==> config.mk <==
export PLATFORM = sky130hd
export DESIGN_NAME = mrb_top
export DESIGN_NICKNAME = d
export VERILOG_FILES = /design/src/design/mrb_top.v
export VERILOG_INCLUDE_DIRS = /design/src /design/src/pkg
export SDC_FILE = /design/constraint.sdc
export NUM_CORES = 2
export LEC_CHECK = 0
export BUFFER_PORTS_ARGS = -buffer_cell sky130_fd_sc_hd__buf_2
export CAP_MARGIN = 20
export CORE_MARGIN = 2
export CORE_UTILIZATION = 58
export DETAILED_ROUTE_END_ITERATION = 10
export PLACE_DENSITY = 0.73
export SYNTH_ARGS = -nofsm -noshare
export SYNTH_HDL_FRONTEND = slang
export SYNTH_SLANG_ARGS = --single-unit
==> constraint.sdc <==
create_clock -name CLK_SYS -period 17.25 [get_ports CLK_SYS]
set_input_delay 0 -clock CLK_SYS [delete_from_list [all_inputs] [get_ports CLK_SYS]]
set_output_delay 0 -clock CLK_SYS [all_outputs]
set_load 0.05 [all_outputs]
==> src/pkg/mrb_regs.vh <==
`ifndef MRB_REGS_VH
`define MRB_REGS_VH
// Register byte offsets
`define MRB_A_CTRL 8'h00
`define MRB_A_AGE 8'h04
`define MRB_A_LIMIT 8'h08
`define MRB_A_PASS 8'h0c
`define MRB_A_NLEN 8'h10
`define MRB_A_CLEN 8'h14
`define MRB_A_STAT 8'h18
`define MRB_A_NUM0 8'h20
`define MRB_A_NUM6 8'h38
`define MRB_A_CON0 8'h40
`define MRB_A_CON1 8'h44
`define MRB_A_COF0 8'h48
`define MRB_A_COF1 8'h4c
// Control fields
`define MRB_C_WORD 0
`define MRB_C_ACK 1
`define MRB_C_RET 2
`define MRB_C_PWP 3
// Reset values
`define MRB_RST_CTRL 4'h0
`define MRB_RST_AGE 10'h001
`define MRB_RST_LIMIT 32'h7fff8000
`define MRB_RST_PASS 16'h0000
// Age range units in minutes
`define MRB_U_MIN 14'h0005
`define MRB_U_HALF 14'h001e
`define MRB_U_DAY 14'h05a0
`define MRB_U_WEEK 14'h2760
// Characters
`define MRB_CH_STAR 8'h2a
`define MRB_CH_PLUS 8'h2b
`define MRB_CH_COMMA 8'h2c
`define MRB_CH_MINUS 8'h2d
`define MRB_CH_EQ 8'h3d
`define MRB_CH_0 8'h30
`define MRB_CH_9 8'h39
// Reply codes
`define MRB_ACK_OK 2'h0
`define MRB_ACK_ERR 2'h1
`define MRB_ACK_NOACC 2'h2
// Response codes
`define MRB_RESP_OK 2'h0
`define MRB_RESP_SLV 2'h2
`endif

==> src/design/mrb_top.v <==
`timescale 1ns/1ps
`default_nettype none
`include "mrb_regs.vh"
module mrb_top (
  input wire CLK_SYS,
  input wire RST,
  input wire [7:0] S_AXI_AWADDR,
  input wire S_AXI_AWVALID,
  output reg S_AXI_AWREADY,
  input wire [31:0] S_AXI_WDATA,
  input wire [3:0] S_AXI_WSTRB,
  input wire S_AXI_WVALID,
  output reg S_AXI_WREADY,
  output reg [1:0] S_AXI_BRESP,
  output reg S_AXI_BVALID,
  input wire S_AXI_BREADY,
  input wire [7:0] S_AXI_ARADDR,
  input wire S_AXI_ARVALID,
  output reg S_AXI_ARREADY,
  output reg [31:0] S_AXI_RDATA,
  output reg [1:0] S_AXI_RRESP,
  output reg S_AXI_RVALID,
  input wire S_AXI_RREADY,
  input wire ENABLE,
  input wire RESET_IN,
  input wire RUN,
  input wire PWR_RESTORE,
  input wire MSG_NEW,
  output reg XFER_REQ,
  input wire MSG_VALID,
  output reg MSG_READY,
  input wire MSG_FIELD,
  input wire [7:0] MSG_CHAR,
  input wire MSG_LAST,
  input wire [19:0] MSG_AGE,
  output reg ERASE_REQ,
  output reg ACK_VALID,
  output reg [1:0] ACK_CODE,
  input wire ACK_READY,
  output reg BIT_OUT,
  output reg [15:0] WORD_OUT
);
  localparam ST_IDLE = 3'd0;
  localparam ST_RECV = 3'd1;
  localparam ST_ERASE = 3'd2;
  localparam ST_EVAL = 3'd3;
  localparam ST_ACK = 3'd4;
  localparam V_NONE = 3'd0;
  localparam V_EQ = 3'd1;
  localparam V_SGN = 3'd2;
  localparam V_DIG = 3'd3;
  localparam V_DONE = 3'd4;
  localparam V_BAD = 3'd5;

  function is_digit;
    input [7:0] c;
    is_digit = (c >= `MRB_CH_0) && (c <= `MRB_CH_9);
  endfunction

  function is_num_char;
    input [7:0] c;
    is_num_char = is_digit(c) || c == `MRB_CH_PLUS || c == `MRB_CH_COMMA ||
                  c == `MRB_CH_MINUS || c == `MRB_CH_STAR;
  endfunction

  // Command is stored last character in byte 0, so it lines up with the window
  function cmd_hit;
    input [63:0] win;
    input [63:0] cmd;
    input [3:0] len;
    integer b;
    begin
      cmd_hit = (len != 4'h0) && (len <= 4'h8);
      for (b = 0; b < 8; b = b + 1) begin
        if (b < len && win[b*8 +: 8] != cmd[b*8 +: 8])
          cmd_hit = 1'b0;
      end
    end
  endfunction

  function [31:0] merge;
    input [31:0] old;
    input [31:0] nw;
    input [3:0] strb;
    integer b;
    begin
      merge = old;
      for (b = 0; b < 4; b = b + 1) begin
        if (strb[b])
          merge[b*8 +: 8] = nw[b*8 +: 8];
      end
    end
  endfunction

  function reg_ok;
    input [7:0] a;
    reg [5:0] i;
    begin
      i = a[7:2];
      reg_ok = (i <= `MRB_A_STAT >> 2) || (i >= `MRB_A_NUM0 >> 2 && i <= `MRB_A_NUM6 >> 2) ||
               (i >= `MRB_A_CON0 >> 2 && i <= `MRB_A_COF1 >> 2);
    end
  endfunction

  reg [3:0] ctrl_r;
  reg [9:0] age_r;
  reg [31:0] limit_r;
  reg [15:0] pass_r;
  reg [4:0] nlen_r;
  reg [7:0] clen_r;
  reg [223:0] num_r;
  reg [63:0] con_r;
  reg [63:0] cof_r;
  reg [7:0] aw_r;
  reg aw_got_r;
  reg [31:0] wd_r;
  reg [3:0] ws_r;
  reg w_got_r;
  reg [3:0] s1_r;
  reg [3:0] s2_r;
  reg [2:0] st_r;
  reg [4:0] sidx_r;
  reg mism_r;
  reg wild_r;
  reg [2:0] tidx_r;
  reg pwbad_r;
  reg [63:0] win_r;
  reg [1:0] act_r;
  reg seen_r;
  reg [2:0] vst_r;
  reg [16:0] mag_r;
  reg neg_r;
  reg ovf_r;
  reg aged_r;
  reg [1:0] last_code_r;
  reg apply_r;
  reg [31:0] rd_nxt;
  reg [31:0] wr_old;
  reg num_good;
  integer k;

  wire en_s = s2_r[0];
  wire rin_s = s2_r[1];
  wire run_s = s2_r[2];
  wire pwr_s = s2_r[3];
  wire word_mode = ctrl_r[`MRB_C_WORD];
  wire [31:0] wr_new = merge(wr_old, wd_r, ws_r);
  wire tk = MSG_VALID && MSG_READY;
  wire [7:0] pc = num_r[{sidx_r, 3'b000} +: 8];
  wire [63:0] win_nxt = {win_r[55:0], MSG_CHAR};
  wire on_hit = cmd_hit(win_nxt, con_r, clen_r[3:0]);
  wire off_hit = cmd_hit(win_nxt, cof_r, clen_r[7:4]);
  wire [3:0] dig = MSG_CHAR[3:0];
  wire [16:0] mag10 = {mag_r[13:0], 3'b000} + {mag_r[15:0], 1'b0} + {13'h0000, dig};
  wire [13:0] unit = (age_r[9:8] == 2'd0) ? `MRB_U_MIN : (age_r[9:8] == 2'd1) ? `MRB_U_HALF :
                     (age_r[9:8] == 2'd2) ? `MRB_U_DAY : `MRB_U_WEEK;
  wire [21:0] age_lim = age_r[7:0] * unit;
  wire [16:0] sval = neg_r ? (17'h00000 - mag_r) : mag_r;
  wire [16:0] up17 = {limit_r[31], limit_r[31:16]};
  wire [16:0] lo17 = {limit_r[15], limit_r[15:0]};
  wire [16:0] clamp = ($signed(sval) > $signed(up17)) ? up17 :
                      ($signed(sval) < $signed(lo17)) ? lo17 : sval;
  wire val_ok = (vst_r == V_DIG || vst_r == V_DONE) && !ovf_r &&
                (neg_r ? mag_r <= 17'h08000 : mag_r <= 17'h07fff);
  // trailing star needs at least one more character, otherwise exact length
  wire sender_ok = !mism_r && num_good && nlen_r != 5'h00 && (wild_r || sidx_r == nlen_r);
  wire cmd_err = word_mode ? !(seen_r && val_ok) : (act_r == 2'b00);

  // Sender pattern may only hold the allowed character set
  always @* begin
    num_good = (nlen_r <= 5'd28);
    for (k = 0; k < 28; k = k + 1) begin
      if (k < nlen_r && !is_num_char(num_r[k*8 +: 8]))
        num_good = 1'b0;
    end
  end

  always @(posedge CLK_SYS) begin
    if (RST) begin
      s1_r <= 4'h0;
      s2_r <= 4'h0;
    end else begin
      s1_r <= {PWR_RESTORE, RUN, RESET_IN, ENABLE};
      s2_r <= s1_r;
    end
  end

  // Old contents of the addressed register, so byte strobes keep the untouched bytes
  always @* begin
    case ({aw_r[7:2], 2'b00})
      `MRB_A_CTRL: wr_old = {28'h0000000, ctrl_r};
      `MRB_A_AGE: wr_old = {22'h000000, age_r};
      `MRB_A_LIMIT: wr_old = limit_r;
      `MRB_A_PASS: wr_old = {16'h0000, pass_r};
      `MRB_A_NLEN: wr_old = {27'h0000000, nlen_r};
      `MRB_A_CLEN: wr_old = {24'h000000, clen_r};
      `MRB_A_CON0: wr_old = con_r[31:0];
      `MRB_A_CON1: wr_old = con_r[63:32];
      `MRB_A_COF0: wr_old = cof_r[31:0];
      `MRB_A_COF1: wr_old = cof_r[63:32];
      default: wr_old = num_r[{aw_r[4:2], 5'b00000} +: 32];
    endcase
  end

  // Register write: address and data may arrive in either order
  always @(posedge CLK_SYS) begin
    if (RST) begin
      S_AXI_AWREADY <= 1'b0;
      S_AXI_WREADY <= 1'b0;
      S_AXI_BVALID <= 1'b0;
      S_AXI_BRESP <= `MRB_RESP_OK;
      aw_got_r <= 1'b0;
      w_got_r <= 1'b0;
      aw_r <= 8'h00;
      wd_r <= 32'h00000000;
      ws_r <= 4'h0;
      ctrl_r <= `MRB_RST_CTRL;
      age_r <= `MRB_RST_AGE;
      limit_r <= `MRB_RST_LIMIT;
      pass_r <= `MRB_RST_PASS;
      nlen_r <= 5'h00;
      clen_r <= 8'h00;
      num_r <= {224{1'b0}};
      con_r <= 64'h0000000000000000;
      cof_r <= 64'h0000000000000000;
    end else begin
      S_AXI_AWREADY <= !aw_got_r && !(S_AXI_AWVALID && S_AXI_AWREADY) && !S_AXI_BVALID;
      S_AXI_WREADY <= !w_got_r && !(S_AXI_WVALID && S_AXI_WREADY) && !S_AXI_BVALID;
      if (S_AXI_AWVALID && S_AXI_AWREADY) begin
        aw_r <= S_AXI_AWADDR;
        aw_got_r <= 1'b1;
      end
      if (S_AXI_WVALID && S_AXI_WREADY) begin
        wd_r <= S_AXI_WDATA;
        ws_r <= S_AXI_WSTRB;
        w_got_r <= 1'b1;
      end
      if (S_AXI_BVALID && S_AXI_BREADY)
        S_AXI_BVALID <= 1'b0;
      if (aw_got_r && w_got_r && !S_AXI_BVALID) begin
        aw_got_r <= 1'b0;
        w_got_r <= 1'b0;
        S_AXI_BVALID <= 1'b1;
        S_AXI_BRESP <= reg_ok(aw_r) ? `MRB_RESP_OK : `MRB_RESP_SLV;
        case ({aw_r[7:2], 2'b00})
          `MRB_A_CTRL: ctrl_r <= wr_new[3:0];
          `MRB_A_AGE: age_r <= wr_new[9:0];
          `MRB_A_LIMIT: limit_r <= wr_new;
          `MRB_A_PASS: pass_r <= wr_new[15:0];
          `MRB_A_NLEN: nlen_r <= wr_new[4:0];
          `MRB_A_CLEN: clen_r <= wr_new[7:0];
          `MRB_A_CON0: con_r[31:0] <= wr_new;
          `MRB_A_CON1: con_r[63:32] <= wr_new;
          `MRB_A_COF0: cof_r[31:0] <= wr_new;
          `MRB_A_COF1: cof_r[63:32] <= wr_new;
          default: begin
            if (aw_r[7:2] >= (`MRB_A_NUM0 >> 2) && aw_r[7:2] <= (`MRB_A_NUM6 >> 2))
              num_r[{aw_r[4:2], 5'b00000} +: 32] <= wr_new;
          end
        endcase
      end
    end
  end

  always @* begin
    case ({S_AXI_ARADDR[7:2], 2'b00})
      `MRB_A_CTRL: rd_nxt = {28'h0000000, ctrl_r};
      `MRB_A_AGE: rd_nxt = {22'h000000, age_r};
      `MRB_A_LIMIT: rd_nxt = limit_r;
      `MRB_A_PASS: rd_nxt = {16'h0000, pass_r};
      `MRB_A_NLEN: rd_nxt = {27'h0000000, nlen_r};
      `MRB_A_CLEN: rd_nxt = {24'h000000, clen_r};
      `MRB_A_STAT: rd_nxt = {WORD_OUT, 8'h00, num_good, st_r, last_code_r, st_r != ST_IDLE, BIT_OUT};
      `MRB_A_CON0: rd_nxt = con_r[31:0];
      `MRB_A_CON1: rd_nxt = con_r[63:32];
      `MRB_A_COF0: rd_nxt = cof_r[31:0];
      `MRB_A_COF1: rd_nxt = cof_r[63:32];
      default: begin
        rd_nxt = 32'h00000000;
        if (S_AXI_ARADDR[7:2] >= (`MRB_A_NUM0 >> 2) && S_AXI_ARADDR[7:2] <= (`MRB_A_NUM6 >> 2))
          rd_nxt = num_r[{S_AXI_ARADDR[4:2], 5'b00000} +: 32];
      end
    endcase
  end

  always @(posedge CLK_SYS) begin
    if (RST) begin
      S_AXI_ARREADY <= 1'b0;
      S_AXI_RVALID <= 1'b0;
      S_AXI_RDATA <= 32'h00000000;
      S_AXI_RRESP <= `MRB_RESP_OK;
    end else begin
      S_AXI_ARREADY <= !S_AXI_RVALID && !(S_AXI_ARVALID && S_AXI_ARREADY);
      if (S_AXI_ARVALID && S_AXI_ARREADY) begin
        S_AXI_RVALID <= 1'b1;
        S_AXI_RDATA <= rd_nxt;
        S_AXI_RRESP <= reg_ok(S_AXI_ARADDR) ? `MRB_RESP_OK : `MRB_RESP_SLV;
      end else if (S_AXI_RVALID && S_AXI_RREADY) begin
        S_AXI_RVALID <= 1'b0;
      end
    end
  end

  // Message sequence; parsing runs on the fly so no text buffer is needed
  always @(posedge CLK_SYS) begin
    if (RST) begin
      st_r <= ST_IDLE;
      XFER_REQ <= 1'b0;
      ERASE_REQ <= 1'b0;
      MSG_READY <= 1'b0;
      ACK_VALID <= 1'b0;
      ACK_CODE <= `MRB_ACK_OK;
      last_code_r <= `MRB_ACK_OK;
      apply_r <= 1'b0;
      sidx_r <= 5'h00;
      mism_r <= 1'b0;
      wild_r <= 1'b0;
      tidx_r <= 3'h0;
      pwbad_r <= 1'b0;
      win_r <= 64'h0000000000000000;
      act_r <= 2'b00;
      seen_r <= 1'b0;
      vst_r <= V_NONE;
      mag_r <= 17'h00000;
      neg_r <= 1'b0;
      ovf_r <= 1'b0;
      aged_r <= 1'b0;
    end else begin
      XFER_REQ <= 1'b0;
      ERASE_REQ <= 1'b0;
      apply_r <= 1'b0;
      case (st_r)
        ST_IDLE: begin
          if (MSG_NEW) begin
            XFER_REQ <= 1'b1;
            MSG_READY <= 1'b1;
            st_r <= ST_RECV;
            sidx_r <= 5'h00;
            mism_r <= 1'b0;
            wild_r <= 1'b0;
            tidx_r <= 3'h0;
            pwbad_r <= 1'b0;
            win_r <= 64'h0000000000000000;
            act_r <= 2'b00;
            seen_r <= 1'b0;
            vst_r <= V_NONE;
            ovf_r <= 1'b0;
          end
        end
        ST_RECV: begin
          if (tk && !MSG_FIELD) begin
            if (sidx_r != 5'h1f)
              sidx_r <= sidx_r + 5'h01;
            if (!wild_r) begin
              if (sidx_r >= nlen_r)
                mism_r <= 1'b1;
              else if (pc == `MRB_CH_STAR && sidx_r == nlen_r - 5'h01)
                wild_r <= 1'b1;
              else if (pc != MSG_CHAR)
                mism_r <= 1'b1;
            end
          end
          if (tk && MSG_FIELD) begin
            win_r <= win_nxt;
            if (tidx_r != 3'h4) begin
              tidx_r <= tidx_r + 3'h1;
              if (MSG_CHAR != {4'h3, pass_r[{~tidx_r[1:0], 2'b00} +: 4]})
                pwbad_r <= 1'b1;
            end
            if (word_mode && on_hit) begin
              seen_r <= 1'b1;
              vst_r <= V_EQ;
              mag_r <= 17'h00000;
              neg_r <= 1'b0;
              ovf_r <= 1'b0;
            end else if (!word_mode && (on_hit || off_hit)) begin
              act_r <= on_hit ? 2'b01 : 2'b10;
            end else begin
              case (vst_r)
                V_EQ: vst_r <= (MSG_CHAR == `MRB_CH_EQ) ? V_SGN : V_BAD;
                V_SGN: begin
                  if (MSG_CHAR == `MRB_CH_MINUS && !neg_r) begin
                    neg_r <= 1'b1;
                  end else if (is_digit(MSG_CHAR)) begin
                    mag_r <= {13'h0000, dig};
                    vst_r <= V_DIG;
                  end else begin
                    vst_r <= V_BAD;
                  end
                end
                V_DIG: begin
                  if (is_digit(MSG_CHAR)) begin
                    if (mag_r > 17'd3277)
                      ovf_r <= 1'b1;
                    else
                      mag_r <= mag10;
                  end else begin
                    vst_r <= V_DONE;
                  end
                end
                default: vst_r <= vst_r;
              endcase
            end
          end
          if (tk && MSG_LAST) begin
            MSG_READY <= 1'b0;
            aged_r <= {2'b00, MSG_AGE} > age_lim;
            st_r <= ST_ERASE;
          end
        end
        ST_ERASE: begin
          ERASE_REQ <= 1'b1;
          st_r <= ST_EVAL;
        end
        ST_EVAL: begin
          if (!sender_ok || (ctrl_r[`MRB_C_PWP] && (pwbad_r || tidx_r != 3'h4)))
            ACK_CODE <= `MRB_ACK_NOACC;
          else if (cmd_err)
            ACK_CODE <= `MRB_ACK_ERR;
          else
            ACK_CODE <= `MRB_ACK_OK;
          if (aged_r) begin
            st_r <= ST_IDLE;
          end else begin
            if (sender_ok && !(ctrl_r[`MRB_C_PWP] && (pwbad_r || tidx_r != 3'h4)) && !cmd_err)
              apply_r <= 1'b1;
            if (ctrl_r[`MRB_C_ACK] && run_s) begin
              ACK_VALID <= 1'b1;
              st_r <= ST_ACK;
            end else begin
              st_r <= ST_IDLE;
            end
          end
        end
        ST_ACK: begin
          last_code_r <= ACK_CODE;
          if (ACK_READY) begin
            ACK_VALID <= 1'b0;
            st_r <= ST_IDLE;
          end
        end
        default: st_r <= ST_IDLE;
      endcase
    end
  end

  // Reset input wins over everything; enable low freezes the outputs, but power restore without retention still clears them
  always @(posedge CLK_SYS) begin
    if (RST) begin
      BIT_OUT <= 1'b0;
      WORD_OUT <= 16'h0000;
    end else if (rin_s) begin
      BIT_OUT <= 1'b0;
      WORD_OUT <= 16'h0000;
    end else if (pwr_s && !ctrl_r[`MRB_C_RET]) begin
      BIT_OUT <= 1'b0;
      WORD_OUT <= 16'h0000;
    end else if (apply_r && en_s) begin
      if (word_mode)
        WORD_OUT <= clamp[15:0];
      else if (act_r == 2'b01)
        BIT_OUT <= 1'b1;
      else
        BIT_OUT <= 1'b0;
    end
  end
endmodule // mrb_top
`default_nettype wire

## After elaboration in Yosys (flattened, before gate mapping)

Cells that the tools add are included.

| operators by class | value |
|---|---|
| equal/unequal tests | 195 |
| $mul | 1 |
| add/subtract/negate cells | 7 |
| muxes and demuxes | 148 |
| shift-type cells | 6 |
| reductions and logical operators | 327 |
| magnitude comparators | 122 |
| bitwise gates (word level) | 5 |

Operator list:

| kind | count |
|---|---|
| $eq 8x6->1 const B | 115 |
| $shiftx 224x9->32 | 2 |
| $pmux 32 s11 | 1 |
| $pmux 32 s10 | 1 |
| $ge 8x6->1 const B | 29 |
| $le 8x6->1 const B | 29 |
| $bwmux 224 | 1 |
| $shift 32x10->224 const A | 1 |
| $shiftx 224x9->8 | 1 |
| $shiftx 32x10->224 | 1 |
| $ne 8x8->1 | 17 |
| $logic_or 1x1->1 | 121 |
| $mux 17 | 7 |
| $mux 56 | 2 |
| $pmux 56 s2 | 1 |
| $logic_and 1x1->1 | 111 |
| $mux 1 | 85 |
| $lt 5x5->1 const A | 12 |
| $eq 6x5->1 const B | 8 |
| $logic_not 1->1 | 45 |
| $mux 3 | 15 |
| $mux 14 | 3 |
| $lt 4x5->1 const A | 8 |
| $pmux 17 s2 | 1 |
| other kinds (75) | 194 |

| storage, ports and cells | value |
|---|---|
| logic and storage cells | 860 |
| output and inout bits | 64 |
| input bits | 96 |
| register bits | 644 |

## Depth between registers and ports, before layout

| depth | value |
|---|---|
| depth in word-level cells | 42 |
| mapped depth | 29 |
| depth with buffers taken out | 28 |

## Least setup slack after synthesis

No wires, ideal clock.

| path | value |
|---|---|
| kind | register to register |
| start | reg age_r[9] |
| end | reg aged_r |
| library setup time | 0.141 ns |
| clock period less this slack | 6.092 ns |
| slack | 11.158 ns |
| buffers on the path | 2 |
| stages on the path, launching flop included | 26 |
| arrival time | 5.951 ns |
| required time | 17.109 ns |
| path through | dfxtp_1 > clkbuf_1 > nor2b_1 > and2_1 > fa_1 > inv_1 > fa_1 > inv_1 > fa_1 > fa_1 > ha_1 > clkbuf_1 > a21o_1 > a221oi_1 > o21ai_0 > a211o_1 > xnor2_1 > ha_1 > a21o_1 > a21o_1 > a21o_1 > a21o_1 > a221oi_1 > a311oi_1 > o211ai_1 > o311ai_0 |

| between the ends | value |
|---|---|
| cells in the longest elaborated chain, start to end | 6 |
| elaborated cells on any way between the ends | 8 |
| those cells by class | mul (1); order compare (1); eq/ne (2); mux (3); reduce/logical (1) |

Ends and longest elaborated chain:

| item | line | RTL |
|---|---|---|
| from (decl) | mrb_top.v:106 | `reg [9:0] age_r;` |
| from (signal assigned) | mrb_top.v:218 | `` age_r <= `MRB_RST_AGE; `` |
| from (signal assigned) | mrb_top.v:247 | `` `MRB_A_AGE: age_r <= wr_new[9:0]; `` |
| $eq 2x2->1 | mrb_top.v:156 | `` (age_r[9:8] == 2'd2) ? `MRB_U_DAY : `MRB_U_WEEK; `` |
| $mux 14 (no source line) (2 in a row) | - |  |
| $mux 14 (no source line) * | - |  |
| $mul 8x14->22 * | mrb_top.v:157 | `wire [21:0] age_lim = age_r[7:0] * unit;` |
| $gt 20x22->1 * | mrb_top.v:407 | `aged_r <= {2'b00, MSG_AGE} > age_lim;` |
| to (signal assigned) | mrb_top.v:407 |  |
| to (decl) | mrb_top.v:134 | `reg aged_r;` |

Mark *: on every way between the ends. The rest lies on a longest branch, timed or not.
A chain may end at the register's enable or synchronous reset.

## Worst setup path after layout

Ends and elaborated chain as after synthesis.

==> results by group <==
CTS
  • H-tree Lvls: 3
  • TritonCTS clock tree: done
  • Setup bufs post-CTS: 0
  • Clk_lat worst skew: approximately 0.66 ns
  • Clk slew on worst S/H paths: ~0.060 ns
  • Clk sink count: between 600 and 700
  • CTS root buf: clkbuf_16
  • CTS max path bufs: 3
  • Cts bufs inserted: approximately 70

Critical path
  • Worst setup EP type: flip-flop
  • Critical path class: flip-flop to flip-flop
  • Worst R2R End: aged_r$_SDFFE_PP0P_
  • Startpoint types: flip-flop
  • Worst EP required: 17.74 ns
  • Worst reg2reg path startpoint: age_r[9]$_SDFFE_PP0P_
  • Critical Path AT: between 7 and 8 ns
  • CP max FO: 26
  • R2R depth: 23
  • Last element of the critical path: aged_r$_SDFFE_PP0P_
  • Flop2flop setup slack: about 10 ns
  • CP startpoint: age_r[9]$_SDFFE_PP0P_

Yosys
  • Area share of the largest cell type after synthesis: slightly above 30%
  • Compound-Gate Fraction of Synth Area: about 17%
  • Simple-gate share of the synthesized area: between 20 and 25%
  • Yosys warns: 0
  • Distinct cells, synth: 94
  • Avg Inst Size Synth: 8.41 µm²
  • XOR/XNOR share of the synthesized area: ~4.0%
  • Post-synthesis cell count: slightly below 5000
  • Synthesized-area fraction occupied by adder cells: under 10%
  • Multiplexer area fraction after synthesis: a little over an eighth
  • Largest family of logic cells by synthesized area: simple AND/OR/NAND/NOR gates
  • Async set or reset register ratio after synthesis: 0%
  • Post-synth EDFFs: 0
  • Post-synth top area cell: dfxtp_1
  • FF+latch count, synth: 640
  • Top FF cell, synth: dfxtp_1
  • Seq/Total Area, Yosys: a little under a third
  • Synth Cell Area: between 40000 and 50000 µm²
  • Synth area leaders: dfxtp_1 (31%), mux4_2 (8.1%), nor2_1 (6.0%), nand2_1 (4.9%), ha_1 (4.4%)

Placed design
  • Number of I/O port buffers: between 150 and 200
  • GP Congestion: 1.04
  • Worst slack at placement: 10.49 ns
  • Post-DP HPWL: 122 mm

Global routing
  • First-pass GRT wire length: around 250 mm
  • Largest net degree at the start of global routing: 97
  • Initial antenna violation count: 5
  • Vias in the first global route: around 38000
  • GRT Residual Overflow: 0
  • Total GRT Usage: 46.1%

Timing
  • Fin. Hold Viols: 0
  • Slew headroom: between 10 and 15%
  • Fin crit share: between 30% and 40%
  • Unrepaired setup endpoints after global routing: no
  • Slew @ Worst Pin: about 1.3 ns
  • Worst Skew: a little under 0.03 ns
  • Setup violators final: 0
  • Crit path time final: approximately 6.8 ns
  • Setup TNS: 0 ns
  • Setup ws final: roughly 10 ns
  • Fmax: ~0.15 GHz
  • Max-slew violations: 0

Job
  • Max-Cap Viols: 0

Min path
  • Worst min path class: input port to flip-flop

Floorplan
  • DIE WIDTH: roughly 270 µm
  • Die H: between 200 and 300 µm
  • Placement row count: 98
  • Die area: about 74000 µm²
  • I/O pins: 160
  • CORE AREA: slightly above 70000 µm²
  • Initial core utilization: between 50 and 60%

Pwr
  • P_leak: approximately 18 nW
  • Sw frac: about 29%
  • Clk pwr share: between 40% and 50%
  • Power share of the sequential group: between 40% and 50%
  • Combinational Power Share: roughly an eighth
  • Cell-internal power: about 0.0026 W
  • Power Density: 78.8 nW/µm²
  • NetSw: ~0.0011 W
  • Total Power: 0.00364 W
  • VDD IR-drop max: a little under 70 µV

Drt
  • DR WL/cell: about 30 µm
  • Drt drc: 15
  • DRT Pass-1 Iters: 11
  • Total number of vias: around 42000
  • Routed wire length: approximately 170 mm
  • Vias per cell: around 7.0
  • Iter 0 DRT Violations: around 6600
  • Post-route ant nets: 0

Final layout
  • P&R area growth vs syn: 11.2%
  • Layout Nets: roughly 5300
  • Layout cells sized above 1: between 10% and 20%
  • Core Util, Final: between 60% and 70%

Status
  • Failing checks: DRC
  • Status: complete, but fails checks
## how the worst min path moves through the flow
stage	from	to	slack, ns	depth (start not counted)
2_1_floorplan	ENABLE	s1_r[0]$_SDFF_PP0_	0.13	1
3_3_place_gp	RESET_IN	s1_r[1]$_SDFF_PP0_	0.22	2
3_5_place_dp	ENABLE	s1_r[0]$_SDFF_PP0_	0.22	2
4_1_cts	S_AXI_ARADDR[5]	S_AXI_RDATA[2]$_SDFFE_PP0P_	0.02	4
5_1_grt	S_AXI_ARADDR[5]	S_AXI_RDATA[2]$_SDFFE_PP0P_	0.05	4
6_report	S_AXI_WVALID	wd_r[23]$_SDFFE_PP0P_	0.07	4
## critical path: stages, from the launching register on
cell and delay, ns:
dfxtp_1 0.79, nor2b_1 0.19, and2_1 0.28, fa_1 0.55
inv_1 0.05, fa_1 0.53, inv_1 0.06, fa_1 0.45
fa_1 0.49, ha_1 0.42, a21o_1 0.21, a221oi_1 0.24
o21ai_0 0.26, a211o_1 0.34, xnor2_1 0.13, ha_1 0.29
a21o_1 0.16, a21o_1 0.17, a21o_1 0.18, a21o_1 0.18
a221oi_1 0.31, a311oi_1 0.11, o211ai_1 0.13, o311ai_0 0.15
## through the flow
stage	hold slack [ns]	std cells	area, µm²
floorplan	0.128	4948	41600
global placement	0.224	5743	42700
detailed placement	0.217	5746	42700
CTS	0.0220	5972	46200
global route	0.0529	5978	46300
finish	0.0725	5979	46300
## cells in the final DEF (no fill, tap or decap), types with 23 or more instances in the layout
cell type,instances
nand3b_1,23
xor2_1,70
xnor2_1,121
nand4_1,61
a22oi_1,76
mux4_2,149
nand2b_1,39
nand2_1,536
mux2_2,43
buf_2,151
dfxtp_1,635
nor3_1,231
and2_1,32
a21o_1,30
a31oi_1,37
buf_4,86
o21ai_0,139
nor2b_1,105
a211oi_1,121
a21oi_1,333
nor4_1,26
ha_1,145
o211ai_1,47
clkbuf_16,72
a222oi_1,58
fa_1,60
nor2_1,662
dlygate4sd3_1,95
mux2i_1,176
nand3_1,123
and3_1,56
inv_1,128
## repair_timing
item	in CTS	in global routing
resized for setup	0	0
hold buffers	95	0
endpoints found under the hold margin	162	0
setup endpoints to repair	0	0
## power groups by stage
stage	clock network, W	registers, W	logic (W)
2_1_floorplan	0	0.00154	0.000246
3_3_place_gp	0	0.00154	0.000426
3_5_place_dp	0	0.00154	0.000428
4_1_cts	0.00165	0.00151	0.000445
5_1_grt	0.00171	0.00151	0.000472
6_report	0.00166	0.00151	0.000471
## cell usage after synthesis, drive strengths merged, types with 10 or more instances
cell type and n:
and2 39, nor3 232, nand3 123, clkbuf 270
a22oi 76, mux2i 176, fa 60, nor4 29
o211ai 47, a31oi 37, or3 22, o31ai 32
xor2 70, a21o 30, ha 145, xnor2 121
mux4 149, dfxtp 640, a221oi 12, nand2 541
nor2 665, and3 56, or2 10, o21ai 141
and4 11, buf 121, a21oi 333, nand4 61
a222oi 58, o311ai 10, a211oi 121, nand3b 23
nor4bb 10, nand2b 39, o221ai 22, nor2b 107
inv 129, mux2 43
## state kept, by name, indices dropped and copies added, names as in the netlist, 5 cells and up
name,flops
num_r,224
cof_r,64
con_r,64
win_r,56
S_AXI_RDATA,32
limit_r,32
wd_r,32
mag_r,17
WORD_OUT,16
pass_r,16
age_r,10
clen_r,8
aw_r,6
nlen_r,5
sidx_r,5
## cell type report
type | count | area (µm²)
timing repair buffer | 340 | 2490
tap | 950 | 1190
clock buffer | 96 | 1990
fill | 5990 | 25000
inverter | 131 | 492
clock inverter | 35 | 514
antenna | 1 | 2.50
sequential | 640 | 12800
multi-input combinational | 3786 | 26700
## cells by family after synthesis
logic type | count (synthesis)
other | 1
xor gates and xnor gates | 191
buffers and inverters | 522
DFF | 640
adders and majority gates | 205
AOI/OAI and AO/OA | 1010
muxes | 368
and+or+nand+nor | 2010
## layer usage
| layer | vias to the layer above | track usage [%] | share of wire (%) |
|---|---|---|---|
| li1 | 17900 | - | - |
| met1 | 19700 | 61.3 | 37 |
| met2 | 3343 | 62.7 | 39 |
| met3 | 664 | 16.6 | 16 |
| met4 | 6 | 29.6 | 7.7 |
| met5 | - | 0.0642 | 0.035 |
Power figures use the tool's default switching activity.
